### src/srg_pkg.sv
// Package for the status register groups block: group, register and bit constants.
// Assumes a command decoder upstream that turns status commands into strobes.
package srg_pkg;
	localparam int W = 16;
	// Groups addressed by the command port
	localparam logic [1:0] GRP_MEAS = 2'h0;
	localparam logic [1:0] GRP_OLR  = 2'h1;
	localparam logic [1:0] GRP_OPER = 2'h2;
	// Registers within a group
	localparam logic [2:0] REG_COND = 3'h0;
	localparam logic [2:0] REG_PTR  = 3'h1;
	localparam logic [2:0] REG_NTR  = 3'h2;
	localparam logic [2:0] REG_EVEN = 3'h3;
	localparam logic [2:0] REG_ENAB = 3'h4;
	// Reset values
	localparam logic [15:0] PTR_RST  = 16'h7fff;
	localparam logic [15:0] NTR_RST  = 16'h0000;
	localparam logic [15:0] ENAB_RST = 16'h0000;
	localparam logic [15:0] ZERO     = 16'h0000;
	// Implemented bit masks per group (bit 15 never set)
	localparam logic [15:0] MEAS_MASK = 16'h0007;
	localparam logic [15:0] OLR_MASK  = 16'h0007;
	localparam logic [15:0] OPER_MASK = 16'h5f15;
	// Event-only bits, fed by pulses instead of a condition
	localparam logic [15:0] OLR_EVONLY  = 16'h0006;
	localparam logic [15:0] OPER_EVONLY = 16'h0004;
	// Bit positions
	localparam int OLR_RUN  = 0;
	localparam int OLR_PASS = 1;
	localparam int OLR_FAIL = 2;
	localparam int OP_CAL   = 0;
	localparam int OP_RANGE = 2;
	localparam int OP_MEAS  = 4;
	localparam int OP_RADIO = 8;
	localparam int OP_CALLP = 9;
	localparam int OP_RAD2  = 10;
	localparam int OP_PROGC = 11;
	localparam int OP_XTB   = 12;
	localparam int OP_PROG  = 14;
	localparam int ME_FER   = 0;
	localparam int ME_OLR   = 1;
	localparam int ME_GPWR  = 2;
endpackage

### src/srg_group.sv
// One status group: condition, transition filters, event latch, enable mask.
// Assumes inputs come from logic on the same clock; one command strobe at a time.
`timescale 1ns/1ps
module srg_group #(
	parameter logic [15:0] MASK   = 16'hffff,
	parameter logic [15:0] EVONLY = 16'h0000
) (
	// Clock and reset
	input  wire logic        clock,
	input  wire logic        resetn,
	// Status sources
	input  wire logic [15:0] cond_in,
	input  wire logic [15:0] ev_pulse,
	// Register access
	input  wire logic        sel,
	input  wire logic        wr,
	input  wire logic        rd,
	input  wire logic [2:0]  reg_sel,
	input  wire logic [15:0] wdata,
	input  wire logic        clear_all,
	// Results
	output logic      [15:0] rdata,
	output logic             group_summary_bit
);
	logic [15:0] cond_r, ptr_r, ntr_r, even_r, enab_r;
	logic [15:0] cond_nxt, rise, fall, ev_set, even_nxt;
	wire         do_wr     = sel & wr;
	wire         even_read = sel & rd & (reg_sel == srg_pkg::REG_EVEN);

	// Condition storage only for condition-implemented bits
	assign cond_nxt = cond_in & MASK & ~EVONLY;
	assign rise     = cond_nxt & ~cond_r;
	assign fall     = ~cond_nxt & cond_r;
	// Edge filters and event-only pulses, masked to used bits
	assign ev_set   = ((rise & ptr_r) | (fall & ntr_r) | (ev_pulse & EVONLY)) & MASK;   // [RL17] [RL6] [RL7]
	// Set wins over a clear by query or clear-status
	assign even_nxt = ((even_read | clear_all) ? srg_pkg::ZERO : even_r) | ev_set;    // [RL3] [RL17]

	// Register updates
	always_ff @(posedge clock or negedge resetn)
	begin
		if (!resetn)
		begin
			cond_r <= srg_pkg::ZERO;
			ptr_r  <= srg_pkg::PTR_RST & MASK;              // [RL5] [RL6]
			ntr_r  <= srg_pkg::NTR_RST;
			even_r <= srg_pkg::ZERO;
			enab_r <= srg_pkg::ENAB_RST;
		end
		else
		begin
			cond_r <= cond_nxt;
			even_r <= even_nxt;
			if (do_wr && reg_sel == srg_pkg::REG_PTR)
				ptr_r <= wdata & MASK;                          // [RL2] [RL5]
			if (do_wr && reg_sel == srg_pkg::REG_NTR)
				ntr_r <= wdata & MASK;                          // [RL2]
			if (do_wr && reg_sel == srg_pkg::REG_ENAB)
				enab_r <= wdata & MASK;                         // [RL4]
		end
	end

	// Read mux and summary
	always_comb
	begin
		case (reg_sel)
			srg_pkg::REG_COND: rdata = cond_r;                  // [RL1]
			srg_pkg::REG_PTR:  rdata = ptr_r;                   // [RL2]
			srg_pkg::REG_NTR:  rdata = ntr_r;                   // [RL2]
			srg_pkg::REG_EVEN: rdata = even_r;                  // [RL1]
			srg_pkg::REG_ENAB: rdata = enab_r;                  // [RL4]
			default:           rdata = srg_pkg::ZERO;
		endcase
	end
	assign group_summary_bit = |(even_r & enab_r);              // [RL18]
endmodule // srg_group

### src/srg_top.sv
// Top of the status register groups: measuring, open-loop response, operation.
// Assumes a command decoder on the same clock presents one strobe per command
// and takes the answer from rd_data when rd_valid is high.
//
// Overview of operation
// RL1: Every group register reachable by query/setting commands
// RL2: Filter setting loads value; filter query returns it
// RL3: Event query or clear-status zeroes the event register
// RL4: Enable setting loads mask; enable query returns it
// RL5: Bit fifteen always reads zero
// RL6: Unused open-loop and operation bits never set
// RL7: Open-loop: running condition, pass/fail event-only bits
// RL8: Open-loop group tracks only its own measurement
// RL9: Operation bit 14: program executing condition
// RL10: Operation bit 12: external timebase in use
// RL11: Operation bits 11..8: other groups' summaries
// RL12: Operation bit 4 measuring, bit 0 calibration summary
// RL13: Operation bit 2: ranging error, event-only
// RL14: Operation summary drives status byte bit seven
// RL15: Measuring summary reaches byte via operation enable
// RL16: Measuring bits: error-rate, open-loop, gated power running
// RL17: Event latches on filtered edge until cleared
// RL18: Summary is OR of event AND enable
`timescale 1ns/1ps
module srg_top (
	// Clock and reset
	input  wire logic        clock,
	input  wire logic        resetn,
	// Command port
	input  wire logic        cmd_wr,
	input  wire logic        cmd_rd,
	input  wire logic [1:0]  cmd_group,
	input  wire logic [2:0]  cmd_reg,
	input  wire logic [15:0] cmd_wdata,
	input  wire logic        clear_status,
	// Measuring conditions
	input  wire logic        frame_error_rate_running,
	input  wire logic        open_loop_running_meas,
	input  wire logic        gated_power_running,
	// Open-loop response group sources
	input  wire logic        open_loop_response_running,
	input  wire logic        open_loop_response_passed,
	input  wire logic        open_loop_response_failed,
	// Operation sources
	input  wire logic        calibration_summary,
	input  wire logic        ranging_error,
	input  wire logic        radio_summary,
	input  wire logic        call_processing_summary,
	input  wire logic        second_radio_group_summary,
	input  wire logic        program_group_summary,
	input  wire logic        external_timebase_in_use,
	input  wire logic        program_running,
	// Answers and status byte link
	output logic [15:0]      rd_data,
	output logic             rd_valid,
	output logic             status_byte_bit7,
	output logic             open_loop_response_summary
);
	logic [15:0] meas_cond, olr_cond, olr_pulse, oper_cond, oper_pulse;
	logic [15:0] meas_rd, olr_rd, oper_rd, sel_rd;
	logic        meas_sum, olr_sum, oper_sum;
	logic [15:0] rd_data_r;
	logic        rd_valid_r, sb7_r, olr_sum_r;
	wire         sel_meas = (cmd_group == srg_pkg::GRP_MEAS);
	wire         sel_olr  = (cmd_group == srg_pkg::GRP_OLR);
	wire         sel_oper = (cmd_group == srg_pkg::GRP_OPER);

	// Measuring group condition inputs
	always_comb
	begin
		meas_cond                  = srg_pkg::ZERO;
		meas_cond[srg_pkg::ME_FER]  = frame_error_rate_running;    // [RL16]
		meas_cond[srg_pkg::ME_OLR]  = open_loop_running_meas;      // [RL16]
		meas_cond[srg_pkg::ME_GPWR] = gated_power_running;         // [RL16]
	end

	// Open-loop response group: only its own measurement feeds it
	always_comb
	begin
		olr_cond                    = srg_pkg::ZERO;
		olr_pulse                   = srg_pkg::ZERO;
		olr_cond[srg_pkg::OLR_RUN]   = open_loop_response_running; // [RL7] [RL8]
		olr_pulse[srg_pkg::OLR_PASS] = open_loop_response_passed;  // [RL7]
		olr_pulse[srg_pkg::OLR_FAIL] = open_loop_response_failed;  // [RL7]
	end

	// Operation group inputs, measuring summary on bit 4
	always_comb
	begin
		oper_cond                    = srg_pkg::ZERO;
		oper_pulse                   = srg_pkg::ZERO;
		oper_cond[srg_pkg::OP_CAL]    = calibration_summary;        // [RL12]
		oper_cond[srg_pkg::OP_MEAS]   = meas_sum;                   // [RL12] [RL15]
		oper_cond[srg_pkg::OP_RADIO]  = radio_summary;              // [RL11]
		oper_cond[srg_pkg::OP_CALLP]  = call_processing_summary;    // [RL11]
		oper_cond[srg_pkg::OP_RAD2]   = second_radio_group_summary; // [RL11]
		oper_cond[srg_pkg::OP_PROGC]  = program_group_summary;      // [RL11]
		oper_cond[srg_pkg::OP_XTB]    = external_timebase_in_use;   // [RL10]
		oper_cond[srg_pkg::OP_PROG]   = program_running;            // [RL9]
		oper_pulse[srg_pkg::OP_RANGE] = ranging_error;              // [RL13]
	end

	// Measuring group
	srg_group #(
		.MASK   (srg_pkg::MEAS_MASK),
		.EVONLY (srg_pkg::ZERO)
	) u_meas (
		.clock             (clock),
		.resetn            (resetn),
		.cond_in           (meas_cond),
		.ev_pulse          (srg_pkg::ZERO),
		.sel               (sel_meas),
		.wr                (cmd_wr),
		.rd                (cmd_rd),
		.reg_sel           (cmd_reg),
		.wdata             (cmd_wdata),
		.clear_all         (clear_status),
		.rdata             (meas_rd),
		.group_summary_bit (meas_sum)
	);

	// Open-loop response group
	srg_group #(
		.MASK   (srg_pkg::OLR_MASK),
		.EVONLY (srg_pkg::OLR_EVONLY)
	) u_olr (
		.clock             (clock),
		.resetn            (resetn),
		.cond_in           (olr_cond),
		.ev_pulse          (olr_pulse),
		.sel               (sel_olr),
		.wr                (cmd_wr),
		.rd                (cmd_rd),
		.reg_sel           (cmd_reg),
		.wdata             (cmd_wdata),
		.clear_all         (clear_status),
		.rdata             (olr_rd),
		.group_summary_bit (olr_sum)
	);

	// Operation group
	srg_group #(
		.MASK   (srg_pkg::OPER_MASK),
		.EVONLY (srg_pkg::OPER_EVONLY)
	) u_oper (
		.clock             (clock),
		.resetn            (resetn),
		.cond_in           (oper_cond),
		.ev_pulse          (oper_pulse),
		.sel               (sel_oper),
		.wr                (cmd_wr),
		.rd                (cmd_rd),
		.reg_sel           (cmd_reg),
		.wdata             (cmd_wdata),
		.clear_all         (clear_status),
		.rdata             (oper_rd),
		.group_summary_bit (oper_sum)
	);

	// Answer select; unknown group answers zero
	assign sel_rd = sel_meas ? meas_rd :
	                sel_olr  ? olr_rd  :
	                sel_oper ? oper_rd : srg_pkg::ZERO;             // [RL1]

	// Registered outputs
	always_ff @(posedge clock or negedge resetn)
	begin
		if (!resetn)
		begin
			rd_data_r  <= srg_pkg::ZERO;
			rd_valid_r <= 1'b0;
			sb7_r      <= 1'b0;
			olr_sum_r  <= 1'b0;
		end
		else
		begin
			rd_valid_r <= cmd_rd;
			if (cmd_rd)
				rd_data_r <= sel_rd;                            // [RL5]
			sb7_r      <= oper_sum;                             // [RL14]
			olr_sum_r  <= olr_sum;
		end
	end

	assign rd_data                    = rd_data_r;
	assign rd_valid                   = rd_valid_r;
	assign status_byte_bit7           = sb7_r;
	assign open_loop_response_summary = olr_sum_r;
endmodule // srg_top
### config.mk
export PLATFORM = sky130hd
export DESIGN_NAME = srg_top
export DESIGN_NICKNAME = d
export VERILOG_FILES = /design/src/srg_pkg.sv /design/src/srg_group.sv /design/src/srg_top.sv
export SDC_FILE = /design/constraint.sdc
export NUM_CORES = 1
export LEC_CHECK = 0
export ABC_AREA = 1
export BUFFER_PORTS_ARGS = -buffer_cell sky130_fd_sc_hd__buf_2
export CAP_MARGIN = 20
export CELL_PAD_IN_SITES_DETAIL_PLACEMENT = 1
export CELL_PAD_IN_SITES_GLOBAL_PLACEMENT = 2
export CORE_MARGIN = 1.5
export CORE_UTILIZATION = 36
export CTS_CLUSTER_DIAMETER = 150
export DETAILED_ROUTE_END_ITERATION = 7
export HOLD_SLACK_MARGIN = 0.06
export MAX_ROUTING_LAYER = met4
export PLACE_DENSITY = 0.91
export SYNTH_ARGS = -nofsm -noshare
export SYNTH_HDL_FRONTEND = slang
export SYNTH_SLANG_ARGS = --single-unit
### constraint.sdc
create_clock -name clock -period 2.9 [get_ports clock]
set_clock_uncertainty 0.1 [all_clocks]
set_input_delay 0.87 -clock clock [delete_from_list [all_inputs] [get_ports clock]]
set_output_delay 0.87 -clock clock [all_outputs]
set_load 0.01 [all_outputs]
## Word level (Yosys, flattened, before mapping)

Index checks and enable logic that the tools add are counted.

| operators by class | value |
|---|---|
| eq/ne operators | 6 |
| muxes and demuxes | 9 |
| bitwise gates (word level) | 41 |
| reductions and logical operators | 14 |

Operators with widths:

| operator | number |
|---|---|
| 16-bit case mux with 5 select lines | 3 |
| 16-bit 2-to-1 mux | 6 |
| 15-bit AND | 4 |
| 16-bit OR reduction | 3 |
| 16-bit by 3-bit AND with 16-bit output | 2 |
| 16-bit by 3-bit OR with 16-bit output | 2 |
| 15-bit inverter | 2 |
| 3-bit AND | 6 |
| 16-bit by 15-bit AND with 16-bit output | 1 |
| 16-bit by 15-bit OR with 16-bit output | 1 |
| 15-bit OR | 1 |
| 15-bit by 3-bit OR with 15-bit output | 1 |
| 1-bit AND | 9 |
| 1-bit logical AND | 9 |
| 3-bit OR | 3 |
| 3-bit by 2-bit == test with 1-bit output, second input constant | 2 |
| 1-bit inverter with 3-bit output | 2 |
| 3-bit inverter | 2 |
| 1-bit by 3-bit AND with 3-bit output | 1 |
| 3-bit by 1-bit AND with 3-bit output | 1 |
| 3-bit by 1-bit == test with 1-bit output, second input constant | 1 |
| 3-bit == test, second input constant | 1 |
| 3-bit zero test | 1 |
| 1-bit OR | 3 |
| 3 further kinds | 3 |

| storage, ports and cells | value |
|---|---|
| flip-flop bits (word level) | 124 |
| input bits | 40 |
| output and inout port bits | 19 |
| logic and storage cells | 89 |

## Depth between registers and ports, before layout

| logic depth | value |
|---|---|
| word-level depth | 8 |
| gate-level depth with buffers | 11 |
| gate-level depth less buffers | 9 |

## Hierarchy

Synthesis repeated with hierarchy kept, for this count alone.

| unflattened totals | value |
|---|---|
| cell total of the unflattened synthesis | 714 |
| area, all modules | 5285.1 um^2 |

Modules (own cells, without submodules):

| module | instances | cells an instance | area each (um^2) | sequential area each (um^2) |
|---|---|---|---|---|
| srg_group (u_oper) | 1 | 308 | 2312.2 | 1112.3 |
| srg_top | 1 | 163 | 1118.6 | 475.5 |
| srg_group (u_olr) | 1 | 123 | 939.7 | 329.1 |
| srg_group (u_meas) | 1 | 120 | 914.6 | 379.1 |

## Worst setup path before layout

OpenSTA, ideal clock, no wires.

| timing | value |
|---|---|
| path type | input port to flip-flop |
| start point | in cmd_reg[2] |
| end point | reg rd_data_r[2], in the netlist rd_data[2] |
| setup time | 0.117 ns |
| data arrival time | 1.689 ns |
| data required time | 2.683 ns |
| slack | 0.994 ns |
| stages on the path | 9 |
| buffers on the path | 2 |
| cells stage by stage | inv_1 buf_4 buf_2 nand4_1 nand3_1 o21ai_0 nand2_1 nor2_1 nor2_1 |

| between the ends | value |
|---|---|
| longest elaborated chain between the ends | 5 |
| elaborated cells between the ends (all ways) | 11 |
| those cells by class | eq/ne: 4; mux: 6; reduce/logical: 1 |

Ends and longest elaborated chain:

| element | RTL line | source |
|---|---|---|
| start, declared | srg_top.sv:33 | `input wire logic [2:0] cmd_reg,` |
| 3-bit == test, or another cell as far along | srg_group.sv:66 | `case (reg_sel)` |
| 16-bit case mux with 5 select lines | srg_group.sv:66 |  |
| 16-bit 2-to-1 mux | srg_top.sv:163 | `sel_oper ? oper_rd : srg_pkg::ZERO;` |
| 16-bit 2-to-1 mux | srg_top.sv:162 | `sel_olr ? olr_rd :` |
| 16-bit 2-to-1 mux (*) | srg_top.sv:161 | `assign sel_rd = sel_meas ? meas_rd :` |
| end signal, assigned | srg_top.sv:170 | `rd_data_r <= srg_pkg::ZERO;` |
| end signal, assigned | srg_top.sv:179 | `rd_data_r <= sel_rd;` |
| end, declared | srg_top.sv:62 | `logic [15:0] rd_data_r;` |

Mark *: on every way between the ends. The rest lies on a longest branch, timed or not.
A chain may end at the register's enable or synchronous reset.

## Worst setup path in the final report

| timing | value |
|---|---|
| start point | in cmd_reg[2] |
| end point | reg u_oper.ptr_r[8] |

| between the ends | value |
|---|---|
| longest elaborated chain between the ends | 2 |

Ends and longest elaborated chain:

| element | RTL line | source |
|---|---|---|
| 3-bit by 1-bit == test with 1-bit output | srg_group.sv:54 | `if (do_wr && reg_sel == srg_pkg::REG_PTR)` |
| 1-bit logical AND | srg_group.sv:54 |  |
| end signal, assigned | srg_group.sv:45 | `ptr_r <= srg_pkg::PTR_RST & MASK;` |
| end signal, assigned | srg_group.sv:55 | `ptr_r <= wdata & MASK;` |
| end, declared | srg_group.sv:25 | `logic [15:0] cond_r, ptr_r, ntr_r, even_r, enab_r;` |

Every way passes these cells.

==> impl_results.md <==
* Slew @ Worst Pin at 0.499 ns
* First-pass GRT wire length at 18100 um
* Tot Pwr at 2.78 mW
* Iter 0 DRT Violations at 108
* Longest Clk Path Bufs at 2
* Port-buffer cells at 46
* Startpoint types: input port
* Mapped Cells at 479
* Worst path cell trace: buf_2 -> inv_1 -> nand3_2 -> inv_2 -> nand2_2 -> o21ai_0
* Grt ovf at 0
* DRT antenna net count at 0
* Antenna fix cells at 0
* Largest net degree at the start of global routing at 52
* P_int at 1.93 mW
* Gpl congestion at 0.824
* Avg Cell Area, Syn at 8.37 um2
* Max_slew headroom at 66.7%
* Net count, final at 570
* Ratio of cells with drive above 1 in the final layout at 18.7%
* Sequential area share after synthesis at 53.5%
* WL per Instance at 16.4 um
* Most common cell in the netlist: nand2_1
* R2R Setup Slk at 1.62 ns
* RSZ-0062 raised after global routing: false
* Post-synth EDFFs at 0
* DIE WIDTH at 109 um
* Number of global-route vias before repair at 3545
* YS warnings at 0
* Slowest CP cell: inv_1
* Area Growth Syn to Fin at 14.0%
* RR Startpoint: u_meas.ntr_r[2]
* Leak at 2.20 nW
* Max FO, Critical Path at 18
* FP Rows at 38
* CTS Sinks at 85
* Dpl cells at 659
* Clk pwr share at 30.0%
* Core Area at 10800 um2
* Final Hold Viols at 0
* Drt pass-1 iters at 4
* Post-detail-place hpwl at 7880 um
* Initial core utilization at 37.0%
* Power density over the cells at 609 nW/um2
* WS Path Type: in2reg
* Most frequent cells after synthesis: nand2_1, dfrtp_1, o21ai_0
* Initial antenna violation count at 0
* Post-route clock period utilization at 79.3%
* WP data required at 3.09 ns
* Setup TNS at 0 ns
* CTS Buf Count at 9
* Worst Hold Class: in2async
* Setup violations, final at 0
* Status: finished clean
* Worst vdd ir at 190 uV
* Die Span Y at 109 um
* Top_reg_cell synth: dfrtp_1
* Fill cells at 1343
* # DRC at 0
* Overall Global Routing Usage at 21.2%
* Finished Core Util at 42.1%
* Share of total power in combinational logic at 15.5%
* Sequential share of power at 54.6%
* Async set-reset flop share out of synthesis at 100%
* Clk pin slew, worst setup/hold paths at 0.09 ns
* Switch share at 30.5%
* Clk root buf: clkbuf_8
* Vias per cell at 5.09
* Skew-Pair Late Insertion Delay at 0.38 ns
* CTS tree: yes
* Worst R2R Path Depth at 6
* Synthesized area at 4010 um2
* Max incr delay on CP at 0.37 ns
* Routed vias at 3437
* Post-CTS sizing at 0
* IO Count at 59
* Crit path DAT at 2.49 ns
* Die footprint at 11800 um2
* Final Max Slew Viols at 0
* Top cells by area in the synthesized netlist: dfrtp_1, nand2_1, dfstp_2
* Yosys reg bits at 85
* Fmax at 435 MHz
* Setup bufs post-CTS at 0
* Max cap viols at 0
* Yosys cell types at 31
* Yosys top cell area share at 43.7%
* Net Sw Power at 847 uW
* WL final at 11100 um
* RR Endpoint: rd_data[2]
* H-tree lvl count at 3
* Leading area contributor after synthesis: dfrtp_1
* Final hold slack at 0.334 ns
* Setup crit end kind: register
* Cts-stage hold buffer count at 0
* Finished Layout Cells at 675
* Final Critical Period at 2.30 ns
[power by group through the flow]
| stage | Sequential [mW] | Combinational (mW) | Clock, mW |
|---|---|---|---|
| after floorplan | 1.51 | 0.273 | 0 |
| after global placement | 1.53 | 0.411 | 0 |
| after detailed placement | 1.54 | 0.435 | 0 |
| after CTS | 1.52 | 0.437 | 0.854 |
| after global routing | 1.54 | 0.500 | 0.900 |
| final | 1.52 | 0.430 | 0.833 |
[state kept, by name, summed over array words and instances, names as in the netlist, 3 cells and up]
signal / count
rd_data: 10
u_oper.enab_r: 9
u_oper.even_r: 9
u_oper.ntr_r: 9
u_oper.ptr_r: 9
u_oper.cond_r: 8
u_meas.cond_r: 3
u_meas.enab_r: 3
u_meas.even_r: 3
u_meas.ntr_r: 3
u_meas.ptr_r: 3
u_olr.enab_r: 3
u_olr.even_r: 3
u_olr.ntr_r: 3
u_olr.ptr_r: 3
[worst max-delay path by stage]
stage                           from  slack (ns)               end  depth (start not counted)
after floorplan           cmd_reg[2]        0.99        rd_data[2]                          9
after CTS                 cmd_reg[2]        0.63   u_oper.ptr_r[8]                          6
after detailed placement  cmd_reg[2]        0.24   u_oper.ptr_r[8]                          6
after global routing      cmd_reg[2]        0.49   u_oper.ptr_r[8]                          6
final                     cmd_reg[2]        0.60   u_oper.ptr_r[8]                          6
after global placement    cmd_reg[2]        0.36  u_oper.ptr_r[14]                          6
[final cells by class]
class / count / area, um2 / area share (%)
clock buffers: 12 / 165 / 3.62
flip-flops and latches: 85 / 2150 / 47.0
multi-input cells: 321 / 1530 / 33.4
inverters: 60 / 228 / 4.98
clock inverters: 4 / 31.3 / 0.685
well taps: 140 / 175 / 3.83
repair buffers: 53 / 298 / 6.52
[routing by layer]
| metal | wire length (um) | share of wire, % | global-route usage [%] |
|---|---|---|---|
| met3 | 361 | 3.3 | 4.04 |
| met1 | 5180 | 47 | 27.1 |
| met4 | 186 | 1.7 | 7.05 |
| met5 | 0 | 0 | - |
| met2 | 5350 | 48 | 34.0 |
[kinds of logic (layout without fill, tap and decap cells)]
group                  count (synthesis)  in the layout  share of synthesized area (%)
AOI/OAI and AO/OA                    105            105                           15.0
buffers and inverters                 78            129                           8.90
other                                  1              6                         0.0935
DFF                                   85             85                           53.5
and+or+nand+nor                      210            210                           22.5
[layout by cell type, fill, tap and decap left out]
cell type,netlist,layout
o31ai_2,1,1
conb_1,1,6
buf_2,6,45
a22oi_1,1,1
nor3_1,8,8
inv_2,5,5
a221oi_1,1,1
nand2_2,3,3
nand4_1,14,14
nand2_1,126,126
clkinvlp_4,0,3
inv_4,1,1
dfrtp_1,70,70
dfstp_2,15,15
buf_4,8,7
o21ai_0,68,68
clkbuf_8,0,12
nor2_1,35,35
nand3_2,1,1
clkinv_4,0,1
o21bai_1,4,4
o31ai_4,2,2
o2111ai_1,1,1
a21oi_1,3,3
nand3_1,20,20
nand3_4,2,2
inv_1,54,54
o22ai_1,1,1
nor2_2,1,1
o211ai_1,1,1
buf_12,0,1
o21ai_1,13,13
a31oi_1,9,9
[worst max-delay path, delay by kind of cell]
family          cells  cell delay (ns)
compound gates      1             0.29
buf+inv             3             0.80
simple gates        2             0.54
[through the flow]
step / area (um2) / setup WS, ns
3_3_place_gp: 4370 / 0.365
4_1_cts: 4570 / 0.631
5_1_grt: 4570 / 0.489
3_5_place_dp: 4370 / 0.244
6_report: 4570 / 0.600
2_1_floorplan: 4030 / 0.994
No activity file was read; power rests on OpenSTA's default activity.
